==> config.mk <==
export PLATFORM = sky130hd
export DESIGN_NAME = spi_twowire
export DESIGN_NICKNAME = d
export VERILOG_FILES = /design/src/spi_twowire_pkg.sv /design/src/spi_twowire.sv
export SDC_FILE = /design/constraint.sdc
export NUM_CORES = 1
export LEC_CHECK = 0
export ABC_AREA = 1
export BUFFER_PORTS_ARGS = -buffer_cell sky130_fd_sc_hd__buf_2
export CORE_MARGIN = 2
export CORE_UTILIZATION = 36
export CTS_CLUSTER_DIAMETER = 50
export CTS_CLUSTER_SIZE = 30
export DETAILED_ROUTE_END_ITERATION = 6
export GPL_ROUTABILITY_DRIVEN = 0
export SYNTH_ARGS = -nofsm -noshare
export SYNTH_HDL_FRONTEND = slang
export SYNTH_SLANG_ARGS = --single-unit
==> constraint.sdc <==
create_clock -name clk_i -period 1.8 [get_ports clk_i]
set_input_delay 0.09 -clock clk_i [delete_from_list [all_inputs] [get_ports clk_i]]
set_output_delay 0.09 -clock clk_i [all_outputs]
set_load 0.03 [all_outputs]
==> src/spi_twowire_pkg.sv <==
// package for the serial port block with the shared two-wire interface
// assumes a 32-bit classic wishbone bus with registers in the low byte lane
package spi_twowire_pkg;

  // ****************************************
  // register map
  // ****************************************
  // printed offsets are register indices, byte address is four times the index
  localparam logic [7:0] IDX_TWOWIRE_CONTROL = 8'hE8;
  localparam logic [7:0] IDX_SERIAL_DATA = 8'hF7;
  localparam logic [7:0] IDX_SERIAL_CONTROL = 8'hF8;
  localparam logic [7:0] IDX_PORT_CONFIG = 8'hF0;
  localparam logic [7:0] IDX_TWOWIRE_ADDR = 8'hF1;

  // reset values
  localparam logic [7:0] RST_SERIAL_CONTROL = 8'h04;
  localparam logic [7:0] RST_SERIAL_DATA = 8'h00;
  localparam logic [7:0] RST_TWOWIRE_CONTROL = 8'h00;
  localparam logic [6:0] RST_TWOWIRE_ADDR = 7'h50;

  // ****************************************
  // field positions
  // ****************************************
  // serial_control
  localparam int B_DONE = 7;
  localparam int B_WRITE_COLLISION_FLAG = 6;
  localparam int B_SPE = 5;
  localparam int B_MSTR = 4;
  localparam int B_CLOCK_IDLE_LEVEL = 3;
  localparam int B_CLOCK_PHASE_SELECT = 2;
  localparam int B_RATE_HI = 1;
  localparam int B_RATE_LO = 0;
  // twowire_control
  localparam int B_MDO = 7;
  localparam int B_MDE = 6;
  localparam int B_MCO = 5;
  localparam int B_MDI = 4;
  localparam int B_TW_MSTR = 3;
  localparam int B_SIE = 7;
  localparam int B_GC = 6;
  // port_config
  localparam int B_RELOC = 0;

  // ****************************************
  // codes and types
  // ****************************************
  localparam logic [1:0] IRQ_START_MATCH = 2'b00;
  localparam logic [1:0] IRQ_RESTART_MATCH = 2'b01;
  localparam logic [1:0] IRQ_USER_DATA = 2'b10;
  localparam logic [1:0] IRQ_STOP = 2'b11;
  localparam logic [3:0] BITS_PER_BYTE = 4'h8;
  localparam logic [6:0] GENERAL_CALL = 7'h00;

  // output side of a two-way pin
  typedef struct packed {
    logic o;
    logic oe;
  } pad_t;

  typedef enum logic [0:0] {SPI_IDLE = 1'b0, SPI_RUN = 1'b1} spi_st_t;
  typedef enum logic [1:0] {TW_IDLE = 2'b00, TW_ADDR = 2'b01, TW_ACK = 2'b11, TW_DATA = 2'b10} tw_st_t;

endpackage

==> src/spi_twowire.sv <==
// serial port block: spi master/slave sharing its pins with a two-wire slave and software master
// assumes pin inputs synchronous to clk_i and a classic wishbone master
`timescale 1ns/1ps
`default_nettype none

module spi_twowire
  import spi_twowire_pkg::*;
#(
  parameter int ADR_W = 10
)
(
  // clock and reset
  input wire logic clk_i,
  input wire logic rst_i,
  // wishbone slave
  input wire logic wb_cyc_i,
  input wire logic wb_stb_i,
  input wire logic wb_we_i,
  input wire logic [ADR_W-1:0] wb_adr_i,
  input wire logic [3:0] wb_sel_i,
  input wire logic [31:0] wb_dat_i,
  output logic [31:0] wb_dat_o,
  output logic wb_ack_o,
  // shared pins: serial clock, master-in, master-out / two-wire data
  input wire logic sclk_i,
  output spi_twowire_pkg::pad_t sclk_o,
  input wire logic miso_i,
  output spi_twowire_pkg::pad_t miso_o,
  input wire logic mosi_i,
  output spi_twowire_pkg::pad_t mosi_o,
  // relocated spi pins
  input wire logic alt_sclk_i,
  output spi_twowire_pkg::pad_t alt_sclk_o,
  input wire logic alt_miso_i,
  output spi_twowire_pkg::pad_t alt_miso_o,
  input wire logic alt_mosi_i,
  output spi_twowire_pkg::pad_t alt_mosi_o,
  // slave select and two-wire event
  input wire logic ss_n_i,
  output logic twowire_irq_o
);

  // ****************************************
  // state
  // ****************************************
  typedef struct packed {
    logic [7:0] ctl;
    logic [7:0] tx;
    logic [7:0] rx;
    logic [7:0] rxbuf;
    logic [3:0] cnt;
    logic [3:0] div;
    logic sclk;
    logic sclk_p;
    spi_st_t st;
    logic sw_master_data_out;
    logic sw_master_data_drive_en;
    logic sw_master_clock_out;
    logic sw_master_data_in;
    logic tw_mstr;
    logic sie;
    logic gc;
    logic [1:0] code;
    logic reloc;
    logic [6:0] own;
    tw_st_t ist;
    logic [3:0] ibits;
    logic [7:0] ishift;
    logic iscl_p;
    logic isda_p;
    logic started;
    logic matched;
    logic irq;
    logic ack;
    logic [7:0] dat;
  } state_t;

  state_t r, nxt;

  // half period of the serial clock in core cycles: 1, 2, 4 or 8
  function automatic logic [3:0] half_period(input logic [1:0] rate);
    half_period = 4'h1 << rate;
  endfunction

  // ****************************************
  // pin routing
  // ****************************************
  logic serial_port_enable, master, clock_idle_level, clock_phase_select, spi_main, tw_en;
  logic s_sclk, s_in;
  assign serial_port_enable = r.ctl[B_SPE];
  assign master = r.ctl[B_MSTR];
  assign clock_idle_level = r.ctl[B_CLOCK_IDLE_LEVEL];
  assign clock_phase_select = r.ctl[B_CLOCK_PHASE_SELECT];
  // spi holds the shared pins when enabled and not relocated; two-wire gets them otherwise
  assign spi_main = serial_port_enable && !r.reloc;
  assign tw_en = !serial_port_enable || r.reloc;
  assign s_sclk = r.reloc ? alt_sclk_i : sclk_i;
  // data arriving at this end: master-in for master, master-out for slave
  assign s_in = r.reloc ? (master ? alt_miso_i : alt_mosi_i) : (master ? miso_i : mosi_i);

  // ****************************************
  // bus decode
  // ****************************************
  logic req, wr, rd, wr0;
  logic [7:0] idx;
  assign req = wb_cyc_i && wb_stb_i;
  assign idx = wb_adr_i[9:2];
  // the access commits at the edge where ack is high, as the master samples it
  assign wr = req && r.ack && wb_we_i;
  assign rd = req && r.ack && !wb_we_i;
  assign wr0 = wr && wb_sel_i[0];

  // ****************************************
  // next state
  // ****************************************
  logic tick, lead, trail, samp, shft, done_ev, busy, slave_act;
  logic [7:0] rx_n;
  logic iscl, isda, irise, ifall, istart, istop, imatch, gc_set;
  logic [7:0] rdv;

  always_comb
  begin
    nxt = r;
    // serial clock edges, made here in master mode and seen on the pin in slave mode
    slave_act = serial_port_enable && !master && !ss_n_i;
    tick = (r.st == SPI_RUN) && (r.div == 4'h0);
    if (master)
    begin
      lead = tick && (r.sclk == clock_idle_level);
      trail = tick && (r.sclk != clock_idle_level);
    end
    else
    begin
      lead = slave_act && (s_sclk != r.sclk_p) && (s_sclk != clock_idle_level);
      trail = slave_act && (s_sclk != r.sclk_p) && (s_sclk == clock_idle_level);
    end
    // sample on one edge, shift on the other; first bit is preloaded
    samp = clock_phase_select ? trail : lead;
    shft = (clock_phase_select ? lead : trail) && (r.cnt != 4'h0);
    rx_n = samp ? {r.rx[6:0], s_in} : r.rx;
    done_ev = trail && (clock_phase_select ? (r.cnt == BITS_PER_BYTE - 4'h1) : (r.cnt == BITS_PER_BYTE));
    busy = (r.st == SPI_RUN) || (r.cnt != 4'h0);
    nxt.sclk_p = s_sclk;
    nxt.rx = rx_n;
    if (samp)
      nxt.cnt = r.cnt + 4'h1;
    if (shft)
      nxt.tx = {r.tx[6:0], 1'b0};
    // a raised select aborts a partial slave byte
    if (!master && ss_n_i)
      nxt.cnt = 4'h0;
    // master divider and clock
    if (r.st == SPI_RUN)
    begin
      nxt.div = tick ? half_period(r.ctl[B_RATE_HI:B_RATE_LO]) - 4'h1 : r.div - 4'h1;
      if (tick)
        nxt.sclk = !r.sclk;
    end
    else
    begin
      nxt.sclk = clock_idle_level;
    end
    if (done_ev)
    begin
      nxt.cnt = 4'h0;
      nxt.rxbuf = rx_n;
      nxt.st = SPI_IDLE;
      nxt.sclk = clock_idle_level;
    end
    if (!serial_port_enable || !master)
      nxt.st = SPI_IDLE;

    // ---- two-wire ----
    iscl = sclk_i;
    isda = mosi_i;
    irise = iscl && !r.iscl_p;
    ifall = !iscl && r.iscl_p;
    istart = iscl && r.iscl_p && r.isda_p && !isda;
    istop = iscl && r.iscl_p && !r.isda_p && isda;
    imatch = (r.ishift[7:1] == r.own) || (r.ishift[7:1] == GENERAL_CALL);
    nxt.iscl_p = iscl;
    nxt.isda_p = isda;
    nxt.irq = 1'b0;
    gc_set = 1'b0;
    if (r.tw_mstr)
    begin
      // software master: data pin latched on the rising serial clock
      if (tw_en && irise && !r.sw_master_data_drive_en)
        nxt.sw_master_data_in = isda;
      nxt.ist = TW_IDLE;
      nxt.started = 1'b0;
      nxt.matched = 1'b0;
    end
    else if (!tw_en)
    begin
      nxt.ist = TW_IDLE;
      nxt.started = 1'b0;
      nxt.matched = 1'b0;
    end
    else if (istart)
    begin
      nxt.ist = TW_ADDR;
      nxt.ibits = 4'h0;
      nxt.started = 1'b1;
      nxt.matched = 1'b0;
      nxt.code = r.started ? IRQ_RESTART_MATCH : IRQ_START_MATCH;
    end
    else if (istop)
    begin
      if (r.matched && r.sie)
      begin
        nxt.irq = 1'b1;
        nxt.code = IRQ_STOP;
      end
      nxt.ist = TW_IDLE;
      nxt.started = 1'b0;
      nxt.matched = 1'b0;
    end
    else
    begin
      case (r.ist)
        TW_ADDR, TW_DATA:
        begin
          if (irise)
          begin
            nxt.ishift = {r.ishift[6:0], isda};
            nxt.ibits = r.ibits + 4'h1;
          end
          else if (ifall && r.ibits == BITS_PER_BYTE)
          begin
            nxt.ibits = 4'h0;
            if (r.ist == TW_DATA)
            begin
              nxt.ist = TW_ACK;
              nxt.irq = 1'b1;
              nxt.code = IRQ_USER_DATA;
              nxt.rxbuf = r.ishift;
            end
            else if (imatch)
            begin
              nxt.ist = TW_ACK;
              nxt.matched = 1'b1;
              nxt.irq = 1'b1;
              if (r.ishift[7:1] == GENERAL_CALL)
              begin
                gc_set = 1'b1;
                nxt.gc = 1'b1;
              end
            end
            else
            begin
              nxt.ist = TW_IDLE;
            end
          end
        end
        TW_ACK:
        begin
          if (ifall)
            nxt.ist = TW_DATA;
        end
        TW_IDLE:
        begin
          nxt.ibits = 4'h0;
        end
        default:
        begin
          nxt.ist = TW_IDLE;
        end
      endcase
    end

    // ---- register reads, latched in the first cycle of the access ----
    case (idx)
      IDX_SERIAL_CONTROL:
        rdv = {r.ctl[7:1], (serial_port_enable && !master) ? ss_n_i : r.ctl[B_RATE_LO]};
      IDX_SERIAL_DATA:
        rdv = r.rxbuf;
      IDX_TWOWIRE_CONTROL:
        rdv = r.tw_mstr ? {r.sw_master_data_out, r.sw_master_data_drive_en, r.sw_master_clock_out, r.sw_master_data_in, 4'h8} : {r.sie, r.gc, r.code, 4'h0};
      IDX_PORT_CONFIG:
        rdv = {7'h00, r.reloc};
      IDX_TWOWIRE_ADDR:
        rdv = {1'b0, r.own};
      default:
        rdv = 8'h00;
    endcase
    nxt.ack = req && !r.ack;
    if (req && !r.ack)
      nxt.dat = rdv;

    // ---- register writes; hardware set wins over a software clear ----
    if (wr0)
    begin
      case (idx)
        IDX_SERIAL_CONTROL:
        begin
          nxt.ctl[5:0] = wb_dat_i[5:0];
          nxt.ctl[B_DONE] = wb_dat_i[B_DONE];
          nxt.ctl[B_WRITE_COLLISION_FLAG] = wb_dat_i[B_WRITE_COLLISION_FLAG];
          // an idle clock takes the new level with the write, never resting one cycle at the old one
          if (r.st == SPI_IDLE || done_ev)
            nxt.sclk = wb_dat_i[B_CLOCK_IDLE_LEVEL];
        end
        IDX_SERIAL_DATA:
        begin
          if (busy)
          begin
            nxt.ctl[B_WRITE_COLLISION_FLAG] = 1'b1;
          end
          else
          begin
            nxt.tx = wb_dat_i[7:0];
            if (serial_port_enable && master)
            begin
              nxt.st = SPI_RUN;
              nxt.div = half_period(r.ctl[B_RATE_HI:B_RATE_LO]) - 4'h1;
            end
          end
        end
        IDX_TWOWIRE_CONTROL:
        begin
          nxt.tw_mstr = wb_dat_i[B_TW_MSTR];
          // the mode bit of the same write decides which meaning the upper bits carry
          if (wb_dat_i[B_TW_MSTR])
          begin
            nxt.sw_master_data_out = wb_dat_i[B_MDO];
            nxt.sw_master_data_drive_en = wb_dat_i[B_MDE];
            nxt.sw_master_clock_out = wb_dat_i[B_MCO];
          end
          else
          begin
            nxt.sie = wb_dat_i[B_SIE];
            nxt.gc = wb_dat_i[B_GC] || gc_set;
          end
        end
        IDX_PORT_CONFIG:
          nxt.reloc = wb_dat_i[B_RELOC];
        IDX_TWOWIRE_ADDR:
          nxt.own = wb_dat_i[6:0];
        default:
        begin
        end
      endcase
    end
    // reading the data register clears done, unless a byte ends in that cycle
    if (rd && idx == IDX_SERIAL_DATA)
      nxt.ctl[B_DONE] = 1'b0;
    if (done_ev)
      nxt.ctl[B_DONE] = 1'b1;
  end

  // ****************************************
  // registers
  // ****************************************
  // one register for all state
  always_ff @(posedge clk_i)
  begin
    if (rst_i)
    begin
      r <= '0;
      r.ctl <= RST_SERIAL_CONTROL;
      r.tx <= RST_SERIAL_DATA;
      r.rxbuf <= RST_SERIAL_DATA;
      r.sclk <= RST_SERIAL_CONTROL[B_CLOCK_IDLE_LEVEL];
      r.own <= RST_TWOWIRE_ADDR;
      r.ist <= TW_IDLE;
      r.st <= SPI_IDLE;
      r.tw_mstr <= RST_TWOWIRE_CONTROL[B_TW_MSTR];
      r.iscl_p <= 1'b1;
      r.isda_p <= 1'b1;
    end
    else
    begin
      r <= nxt;
    end
  end

  // ****************************************
  // outputs
  // ****************************************
  pad_t spi_sclk, spi_miso, spi_mosi, tw_sclk, tw_sda;
  // spi pads: master drives clock and master-out, slave drives master-in when selected
  always_comb
  begin
    spi_sclk = '{o: r.sclk, oe: serial_port_enable && master};
    spi_mosi = '{o: r.tx[7], oe: serial_port_enable && master};
    spi_miso = '{o: r.tx[7], oe: slave_act};
    tw_sclk = '{o: r.sw_master_clock_out, oe: tw_en && r.tw_mstr};
    tw_sda = '{o: r.sw_master_data_out, oe: tw_en && r.tw_mstr && r.sw_master_data_drive_en};
    // hardware slave pulls data low for the acknowledge bit
    if (tw_en && !r.tw_mstr && r.ist == TW_ACK)
      tw_sda = '{o: 1'b0, oe: 1'b1};
  end

  assign sclk_o = spi_main ? spi_sclk : tw_sclk;
  assign mosi_o = spi_main ? spi_mosi : tw_sda;
  assign miso_o = spi_main ? spi_miso : '{o: 1'b0, oe: 1'b0};
  assign alt_sclk_o = r.reloc ? spi_sclk : '{o: 1'b0, oe: 1'b0};
  assign alt_mosi_o = r.reloc ? spi_mosi : '{o: 1'b0, oe: 1'b0};
  assign alt_miso_o = r.reloc ? spi_miso : '{o: 1'b0, oe: 1'b0};
  assign twowire_irq_o = r.irq;
  assign wb_ack_o = r.ack;
  assign wb_dat_o = {24'h000000, r.dat};
endmodule

`default_nettype wire

==> results.json, run 1 <==
{
  "xor_xnor_portion_of_the_synthesized_cell_area": 0.01765,
  "netlist_instances": 717,
  "worst_ep_required_time_ns": 2.07,
  "timing.final.max_slew_violations": 0,
  "critical_path.cell_chain": "inv_1, ha_1, nand3_2, nor2_2, nand3_2, or2_1, nand2_2, nand3_1, a21oi_1",
  "finalCoreUtilization": 0.4490,
  "setup_viol_count_final": 0,
  "clock_sinks": 88,
  "synth_ff_type": "dfxtp_1",
  "worst_setup_path_end_kind": "flip-flop",
  "worst-setup-path-type": "flip-flop to flip-flop",
  "fin_ws_ns": 0.05665,
  "power.share.combinational": 0.202,
  "drtPass1Iterations": 5,
  "design.final.nets": 865,
  "path_max_fanout": 4,
  "worstPathArrival_ns": 2.01,
  "die_width_um": 121.4,
  "globalRouteOverflowTotal": 0,
  "synth_top_family_by_area": "simple AND/OR/NAND/NOR gates",
  "irDropWorstVdd_mv": 0.4342,
  "vias_in_the_first_global_route": 4309,
  "maxCapViolations": 0,
  "worstHoldPathType": "input pin to flip-flop",
  "initial_core_util": 0.3719,
  "synth.lib_cells_used.distinct": 45,
  "static-leakage-power_uw": 0.002717,
  "clkSlewWorstSetupHoldPaths_ns": 0.06,
  "dp_hpwl_um": 10080,
  "grt_usage": 0.1844,
  "synth-warning-count": 0,
  "crit_path_start_kind": "flip-flop",
  "unrepaired_setup_endpoints_after_global_routing": "yes",
  "finalNonFillerCells": 978,
  "totalWireLength_um": 13130,
  "buffer_ports.inserted": 50,
  "root_buffer": "clkbuf_16",
  "grt_start_max_net_pins": 29,
  "area.sequential_sq_um": 1765,
  "cts_htree_levels": 3,
  "yosys_reg_bits": 88,
  "synthArstFlopShare": 0,
  "ys_seq_area_frac": 0.3549,
  "post_dp_cell_area_sq_um": 5524,
  "grt_first_pass_wirelength_um": 21330,
  "routed_via_density": 4.819,
  "status": "completed",
  "synth_edf_count": 0,
  "place_worst_setup_slack_ns": -0.008595,
  "remaining_antenna_violation_count": 0,
  "clock_tree.buffer_depth": 2,
  "num_vias": 4713,
  "max_stage_delay_ns": 0.33,
  "period_share": 0.9685,
  "syn_area_per_cell_sq_um": 6.923,
  "antenna_violations_before_repair": 0,
  "fillerInstances": 1413,
  "drc": 0,
  "final_hold_viol_count": 0,
  "final_cell_area_sq_um": 5993,
  "antenna-diode-count": 0,
  "syn_area_sq_um": 4964,
  "power_density_nw_per_um2": 837.9,
  "die_area_sq_um": 14740,
  "detail_route.iter0.violations": 313,
  "cts_buffers": 9,
  "netlist.top_cell.by_area": "dfxtp_1",
  "power.share.clock": 0.384,
  "yosysTopAreaCellShare": 0.3549,
  "area.growth.synth_to_final_pct": 20.75,
  "clock.fmax_ghz": 0.5736,
  "floorplan.io_pins": 104,
  "post_drt_wl_per_cell_um": 13.43,
  "yosys.area_share.simple": 0.2959,
  "placed_cell_count": 957,
  "switching_share": 0.2901,
  "post_synth_main_area_contributors": "dfxtp_1 35%, nand2_1 9.4%, inv_1 6.2%",
  "multi_input_area_sq_um": 2698,
  "synth_adder_area_share": 0.02521,
  "intPower_uw": 3565,
  "die_height_um": 121.4,
  "drive_gt1_frac": 0.2294,
  "share_seq_of_total_power": 0.414,
  "post_synth_mux_area_share": 0,
  "crit_slowest_cell": "dfxtp_1",
  "placementRows": 42,
  "critical-path-top-cell-by-count": "nand3_2",
  "clk-insertion-delay-late_ns": 0.35,
  "tritoncts_clock_tree": "done",
  "clock_skew_ns": 0.006109,
  "fraction_of_the_mapped_netlist_area_in_compound_gates": 0.1633,
  "core_area_sq_um": 13350,
  "switchingPower_uw": 1457,
  "finalCriticalPeriod_ns": 1.743,
  "fin_setup_tns_ns": 0
}
-- synthesized netlist by cell type, types with 2 or more instances --
cell type / n
a211oi_1: 3
a21oi_1: 57
a31oi_1: 9
buf_1: 2
buf_2: 2
buf_4: 36
clkbuf_1: 10
dfxtp_1: 88
ha_1: 10
inv_1: 82
inv_2: 13
inv_4: 2
nand2_1: 124
nand2_2: 14
nand3_1: 52
nand3_2: 8
nand3b_1: 2
nand4_1: 10
nor2_1: 70
nor2_2: 6
nor2_4: 2
nor3_1: 11
nor3b_2: 2
nor4_1: 3
o211ai_1: 8
o21ai_0: 55
o21ai_1: 9
o31ai_1: 2
xor2_1: 9
-- state kept, by name, indices dropped and copies added, names as in the netlist --
register,flops
clock_phase_select,1
clock_idle_level,1
twowire_irq_o,1
wb_ack_o,1
wb_dat_o,8
r,75
master,1
-- placed cells by master, fill, tap and decap left out, types with 10 or more instances in the layout --
cell type,count
a21oi_1,55
buf_2,49
buf_4,43
conb_1,24
dfxtp_1,85
inv_1,79
inv_2,16
nand2_1,121
nand2_2,15
nand3_1,48
nand4_1,10
nor2_1,69
nor3_1,11
o21ai_0,54
-- layer usage --
layer,vias up,global-route usage,routed length (um)
met4,0,0.06968,301
li1,2466,-,-
met5,-,0,0
met2,94,0.3030,6140
met1,2135,0.2392,6186
met3,18,0.03524,504
-- power by group through the flow --
| stage | Clock, uW | Combinational [uW] | Sequential, uW |
|---|---|---|---|
| floorplan | 0 | 690 | 2120 |
| detailed placement | 0 | 982 | 2120 |
| global route | 2040 | 1150 | 2090 |
| CTS | 1960 | 989 | 2080 |
| finish | 1930 | 1020 | 2080 |
| global placement | 0 | 972 | 2120 |
-- logic make-up (layout without fill, tap and decap cells) --
group,Yosys count,in the layout
DFF,88,88
xor gates and xnor gates,10,10
other,1,24
adders and majority gates,10,10
and+or+nand+nor,311,311
buffers and inverters,148,210
AOI/OAI and AO/OA,149,149
-- area by class of cell --
cell class / instances / share of cell area
inverters: 97 / 0.06159
multi-input cells: 504 / 0.4501
well taps: 176 / 0.03674
clock buffers: 13 / 0.04342
repair buffers: 97 / 0.1069
clock inverters: 3 / 0.006681
flip-flops and latches: 88 / 0.2946
-- through the flow --
| step | hold slack, ns | power [uW] |
|---|---|---|
| detailed placement | 0.3485 | 3106 |
| CTS | 0.02013 | 5032 |
| finish | 0.03097 | 5022 |
| global route | 0.04663 | 5287 |
| global placement | 0.3431 | 3095 |
| floorplan | 0.1778 | 2810 |
-- path summary, 6_finish.rpt --
path / startpoint / end / slack [ns] / cells past startpoint
max: r[53]$_SDFFE_PP0N_ / r[50]$_SDFF_PP0_ / 0.06 / 9
min: wb_dat_i[4] / r[32]$_SDFFE_PP1P_ / 0.03 / 3
max reg2reg: r[53]$_SDFFE_PP0N_ / r[50]$_SDFF_PP0_ / 0.06 / 9
min reg2reg: r[72]$_SDFF_PP0_ / r[72]$_SDFF_PP0_ / 0.46 / 2
-- critical path: cells and delay by family, from the launching register on --
kind | cells | cell delay (ns)
compound gates | 1 | 0.17
flops | 1 | 0.33
buf+inv | 1 | 0.11
simple gates | 6 | 0.90
fa+ha+maj | 1 | 0.17
-- timing repair --
item                                    in CTS  in global routing
endpoints found under the setup margin       9                 35
gates resized for setup                      7                 26
hold buffers                                 1                  0
hold endpoints to repair                     1                  0
pin swaps                                    1                  7
cloned                                       0                  0
buffers inserted                             1                  4
No activity file was read; power rests on OpenSTA's default activity.
==> inputs of run 2 (changes only) <==
Settings changed: PLACE_DENSITY_LB_ADDON set to 0.12.
==> run 2 against run 1 <==
  * Non-clock buffer count is 6 lower
  * Sequential power is essentially flat
  * Global-route usage rose by 1.1 points
  * Critical path type unchanged
==> results.json, run 2 (same netlist as run 1, synthesis figures left out) <==
{
  "drc": 0,
  "timing.reg2reg.setup_slack_ns": 0.05,
  "place_worst_setup_slack_ns": 0.02670,
  "globalRouteOverflowTotal": 0,
  "initial_core_util": 0.3719,
  "cts_htree_levels": 3,
  "critical-path-top-cell-by-count": "nand2_1",
  "crit_slowest_cell": "dfxtp_2",
  "post_dp_cell_area_sq_um": 5474,
  "grt_usage": 0.1955,
  "status": "completed",
  "core_area_sq_um": 13350,
  "detail_route.iter0.violations": 257,
  "tritoncts_clock_tree": "done",
  "fin_setup_tns_ns": 0,
  "grt_start_max_net_pins": 25,
  "critical_path.cell_chain": "inv_2, ha_4, nand2_4, nor2_4, nand2_1, nand2_1, nand2_1, inv_2, nand3_4, buf_8, a21oi_2, a21oi_2",
  "die_width_um": 121.4,
  "worstPathArrival_ns": 1.98,
  "worstHoldPathType": "input pin to flip-flop",
  "final_cell_area_sq_um": 6026,
  "clk-insertion-delay-late_ns": 0.35,
  "grt_first_pass_wirelength_um": 22280,
  "totalWireLength_um": 14120,
  "clock_skew_ns": 0.006315,
  "setup_viol_count_final": 0,
  "finalCoreUtilization": 0.4514,
  "fin_ws_ns": 0.05382,
  "min_delay_path_depth": 3,
  "max_stage_delay_ns": 0.34,
  "area.growth.synth_to_final_pct": 21.40,
  "vias_in_the_first_global_route": 4482,
  "maxCapViolations": 0,
  "clock_tree.buffer_depth": 2,
  "design.final.nets": 859,
  "final_hold_viol_count": 0,
  "worst_ep_required_time_ns": 2.04,
  "irDropWorstVdd_mv": 0.4273,
  "drive_gt1_frac": 0.2475,
  "mostFrequentLayoutCell": "nand2_1",
  "power_density_nw_per_um2": 831.4,
  "clock.fmax_ghz": 0.5727,
  "root_buffer": "clkbuf_16",
  "r2r-end": "r[57]$_SDFF_PP0_",
  "clock_sinks": 88,
  "r2r_cells": 12,
  "finalCriticalPeriod_ns": 1.746,
  "clkSlewWorstSetupHoldPaths_ns": 0.07,
  "routed_via_density": 4.924,
  "dp_hpwl_um": 10730,
  "design_power_uw": 5010,
  "die_height_um": 121.4,
  "antenna_violations_before_repair": 0,
  "period_share": 0.9701,
  "placementRows": 42,
  "r2r-start": "r[49]$_SDFF_PP0_",
  "drtPass1Iterations": 5,
  "path_max_fanout": 8,
  "max_flop_register": "r",
  "static-leakage-power_uw": 0.002725,
  "min-delay-start": "wb_dat_i[2]",
  "antenna-diode-count": 0,
  "worst_setup_path_end_kind": "flip-flop",
  "floorplan.io_pins": 104,
  "layout.cells.most_common_list": "118 x nand2_1, 84 x dfxtp_1, 80 x inv_1, 69 x nor2_1, 54 x o21ai_0",
  "unrepaired_setup_endpoints_after_global_routing": "yes",
  "worstHoldEndpoint": "r[30]$_SDFFE_PP0P_",
  "largest_reg_flops": 75,
  "timing.final.max_slew_violations": 0,
  "worst-setup-path-type": "flip-flop to flip-flop",
  "crit_path_start_kind": "flip-flop",
  "buffer_ports.inserted": 50,
  "remaining_antenna_violation_count": 0,
  "cts_buffers": 9,
  "num_vias": 4786,
  "die_area_sq_um": 14740,
  "post_drt_wl_per_cell_um": 14.53
}
==> run 2: power breakdown <==
group,leakage [uW],switching (uW),internal [uW]
combinational,0.00187,621,338
clock,0.000141,813,1150
sequential,0.000714,64.3,2020
total,0.00272,1500,3510
==> run 2: how the worst max path moves through the flow <==
stage / to / slack (ns) / cells past startpoint / startpoint
6_report: r[57]$_SDFF_PP0_ / 0.05 / 12 / r[49]$_SDFF_PP0_
3_5_place_dp: r[61]$_SDFF_PP0_ / 0.03 / 10 / r[35]$_SDFFE_PP0P_
5_1_grt: r[75]$_SDFF_PP0_ / -0.06 / 15 / r[49]$_SDFF_PP0_
4_1_cts: mosi_o[1] / 0.01 / 6 / r[85]$_SDFFE_PP0P_
3_3_place_gp: r[61]$_SDFF_PP0_ / 0.04 / 10 / r[35]$_SDFFE_PP0P_
2_1_floorplan: r[50]$_SDFF_PP0_ / 0.13 / 9 / wb_ack_o$_SDFF_PP0_
==> run 2: worst max-delay path, delay by kind of cell, from the launching register on <==
kind                     cells  cell delay, ns
flip-flops                   1            0.34
AO/OA/AOI/OAI                2            0.20
buffers and inverters        3            0.42
adder cells (fa/ha/maj)      1            0.14
AND/OR/NAND/NOR              6            0.54
==> run 2: through the flow <==
step / std cells / hold WS [ns]
final: 972 / 0.02436
after CTS: 968 / 0.01706
after global placement: 952 / 0.3705
after floorplan: 740 / 0.1778
after detailed placement: 952 / 0.3739
after global routing: 972 / 0.02726
==> run 2: layout make-up <==
type                            count  area (sq um)
Clock buffer                       12         256.5
Clock inverter                      4         52.55
Fill cell                        1380          7322
Inverter                           97         371.6
Multi-Input combinational cell    504          2769
Sequential cell                    88          1767
Tap cell                          176         220.2
Timing Repair Buffer               91         589.3
==> run 2: repair_timing <==
| action | 4_1_cts | 5_1_grt |
|---|---|---|
| hold buffers | 0 | 0 |
| gates resized for setup | 1 | 53 |
| pin swaps | 0 | 14 |
| buffers inserted | 0 | 4 |
| setup endpoints to repair | 1 | 44 |
==> run 2: layer usage <==
layer	GRT usage	vias up	part of all wire
met5	0	-	0
met4	0.09698	0	0.031
met3	0.03242	24	0.034
met2	0.3132	102	0.46
met1	0.2540	2213	0.47
li1	-	2447	-
==> inputs of run 3 (changes only) <==
==> constraint.sdc (replaced) <==
create_clock -name clk_i -period 1.8 [get_ports clk_i]
set_input_delay 0.54 -clock clk_i [delete_from_list [all_inputs] [get_ports clk_i]]
set_output_delay 0.54 -clock clk_i [all_outputs]
set_load 0.03 [all_outputs]
==> run 3 against run 2 <==
  * The run now ends with negative setup slack left
  * Register-to-register slack about the same
  * Critical endpoint is now mosi_o[1]
  * Highest routed layer unchanged
  * Non-clock buffer count increased by 35
  * Combinational power increased by 8%
  * Maximum frequency decreased by 10%
  * Critical path depth decreased by 5
  * Routed wire length increased by 2.9%
==> results.json, run 3 (same netlist as run 1, synthesis figures left out) <==
{
  "status": "complete, but fails checks",
  "failed_checks": "negative setup slack",
  "buffer_ports.inserted": 50,
  "tritoncts_clock_tree": "done",
  "placementRows": 42,
  "clkSlewWorstSetupHoldPaths_ns": 0.07,
  "multi_input_area_sq_um": 3025,
  "globalRouteOverflowTotal": 0,
  "period_share": 1.084,
  "static-leakage-power_uw": 0.003005,
  "die_height_um": 121.4,
  "min-delay-start": "wb_dat_o[7]$_SDFFE_PP0P_",
  "dp_hpwl_um": 11140,
  "post_drt_wl_per_cell_um": 14.43,
  "clk-insertion-delay-late_ns": 0.35,
  "fillerInstances": 1363,
  "cts_buffers": 9,
  "cts_htree_levels": 3,
  "remaining_antenna_violation_count": 0,
  "design.final.nets": 894,
  "finalCriticalPeriod_ns": 1.950,
  "drtPass1Iterations": 5,
  "worst-setup-path-type": "flip-flop to output port",
  "path_max_fanout": 2,
  "power_density_nw_per_um2": 761.8,
  "layout.cells.most_common_list": "106 x nand2_1, 82 x dfxtp_1, 75 x inv_1, 68 x buf_4, 64 x nor2_1",
  "core_area_sq_um": 13350,
  "design_power_uw": 5050,
  "largest_reg_flops": 75,
  "drc": 0,
  "irDropWorstVdd_mv": 0.8774,
  "area.sequential_sq_um": 1772,
  "whs_ns": 0.4674,
  "timing.reg2reg.setup_slack_ns": 0.04,
  "timing.final.max_slew_violations": 0,
  "mostFrequentLayoutCell": "nand2_1",
  "die_area_sq_um": 14740,
  "antenna-diode-count": 0,
  "r2r-start": "r[35]$_SDFFE_PP0P_",
  "crit_path_start_kind": "flip-flop",
  "max_flop_register": "r",
  "totalWireLength_um": 14530,
  "num_vias": 4871,
  "worstHoldPathType": "flip-flop to flip-flop",
  "root_buffer": "clkbuf_16",
  "vias_in_the_first_global_route": 4620,
  "post_dp_cell_area_sq_um": 5725,
  "clock.fmax_ghz": 0.5127,
  "worst_ep_required_time_ns": 1.26,
  "antenna_violations_before_repair": 0,
  "die_width_um": 121.4,
  "unrepaired_setup_endpoints_after_global_routing": "yes",
  "grt_usage": 0.1987,
  "initial_core_util": 0.3719,
  "clock_tree.buffer_depth": 2,
  "worstHoldEndpoint": "wb_dat_o[7]$_SDFFE_PP0P_",
  "grt_start_max_net_pins": 35,
  "final_cell_area_sq_um": 6629,
  "clock_sinks": 88,
  "clock_skew_ns": 0.008453,
  "worst_setup_path_end_kind": "output port",
  "setup_viol_count_final": 7,
  "r2r_cells": 14,
  "startpoint_of_the_most_critical_setup_path": "r[85]$_SDFFE_PP0P_",
  "routed_via_density": 4.837,
  "fin_ws_ns": -0.1503,
  "r2r-end": "r[62]$_SDFF_PP0_",
  "worstPathArrival_ns": 1.41,
  "min_delay_path_depth": 2,
  "detail_route.iter0.violations": 223,
  "cts.hold.buffers_added": 0,
  "final_hold_viol_count": 0,
  "drive_gt1_frac": 0.3273,
  "area.growth.synth_to_final_pct": 33.55,
  "maxCapViolations": 0,
  "grt_first_pass_wirelength_um": 22730,
  "floorplan.io_pins": 104
}
## run 3: cell count changes in the layout (fill, tap and decap cells not counted), sizes merged
cell      change
clkinvlp      +1
buf          +35
clkbuf        -2
clkinv        +1
## run 3: where the power goes
part	leakage, uW	internal [uW]	total, uW	switching, uW
clock	0.000131	1080	1920	836
combinational	0.00216	391	1040	651
sequential	0.000715	2020	2090	71.4
total	0.00301	3490	5050	1560
## run 3: through the flow
stage / std cells / worst slack (ns) / utilization / TNS [ns]
global placement: 982 / -0.1605 / 0.4289 / -3.710
detailed placement: 982 / -0.1650 / 0.4289 / -4.479
finish: 1007 / -0.1503 / 0.4966 / -0.7959
global route: 1007 / -0.2199 / 0.4966 / -1.739
floorplan: 740 / -0.08116 / - / -0.2235
CTS: 1003 / -0.1722 / 0.4658 / -0.7765
## run 3: area by class of cell
class                           instances  share of cell area
Clock inverter                          6             0.01038
Inverter                               97             0.05757
Timing Repair Buffer                  126              0.1406
Sequential cell                        88              0.2673
Tap cell                              176             0.03322
Multi-Input combinational cell        504              0.4564
Clock buffer                           10             0.03454
## run 3: worst max-delay path, stage by stage, from the launching register on
cell     delay, ns
dfxtp_2       0.32
inv_2         0.07
nor2_4        0.04
buf_6         0.11
nor2_4        0.08
nand2_2       0.07
a31o_4        0.22
buf_6         0.13
## run 3: how the worst max path moves through the flow
stage                     depth (start not counted)  slack (ns)               end
after global routing                              7       -0.22         mosi_o[1]
after floorplan                                   4       -0.08         sclk_o[0]
after CTS                                         7       -0.17         mosi_o[1]
after global placement                           11       -0.16  r[56]$_SDFF_PP0_
final                                             7       -0.15         mosi_o[1]
after detailed placement                         11       -0.17  r[57]$_SDFF_PP0_
## run 3: what timing repair did
action,CTS,global route
pin swaps,7,29
setup endpoints to repair,23,39
buffers inserted,5,5
gates resized for setup,48,98
## run 3: per-layer routing
| metal | track usage | part of all wire | vias up |
|---|---|---|---|
| met5 | 0 | 0 | - |
| met4 | 0.04023 | 0.0058 | 0 |
| met3 | 0.04276 | 0.034 | 4 |
| met2 | 0.3515 | 0.52 | 72 |
| met1 | 0.2484 | 0.44 | 2286 |
| li1 | - | - | 2509 |
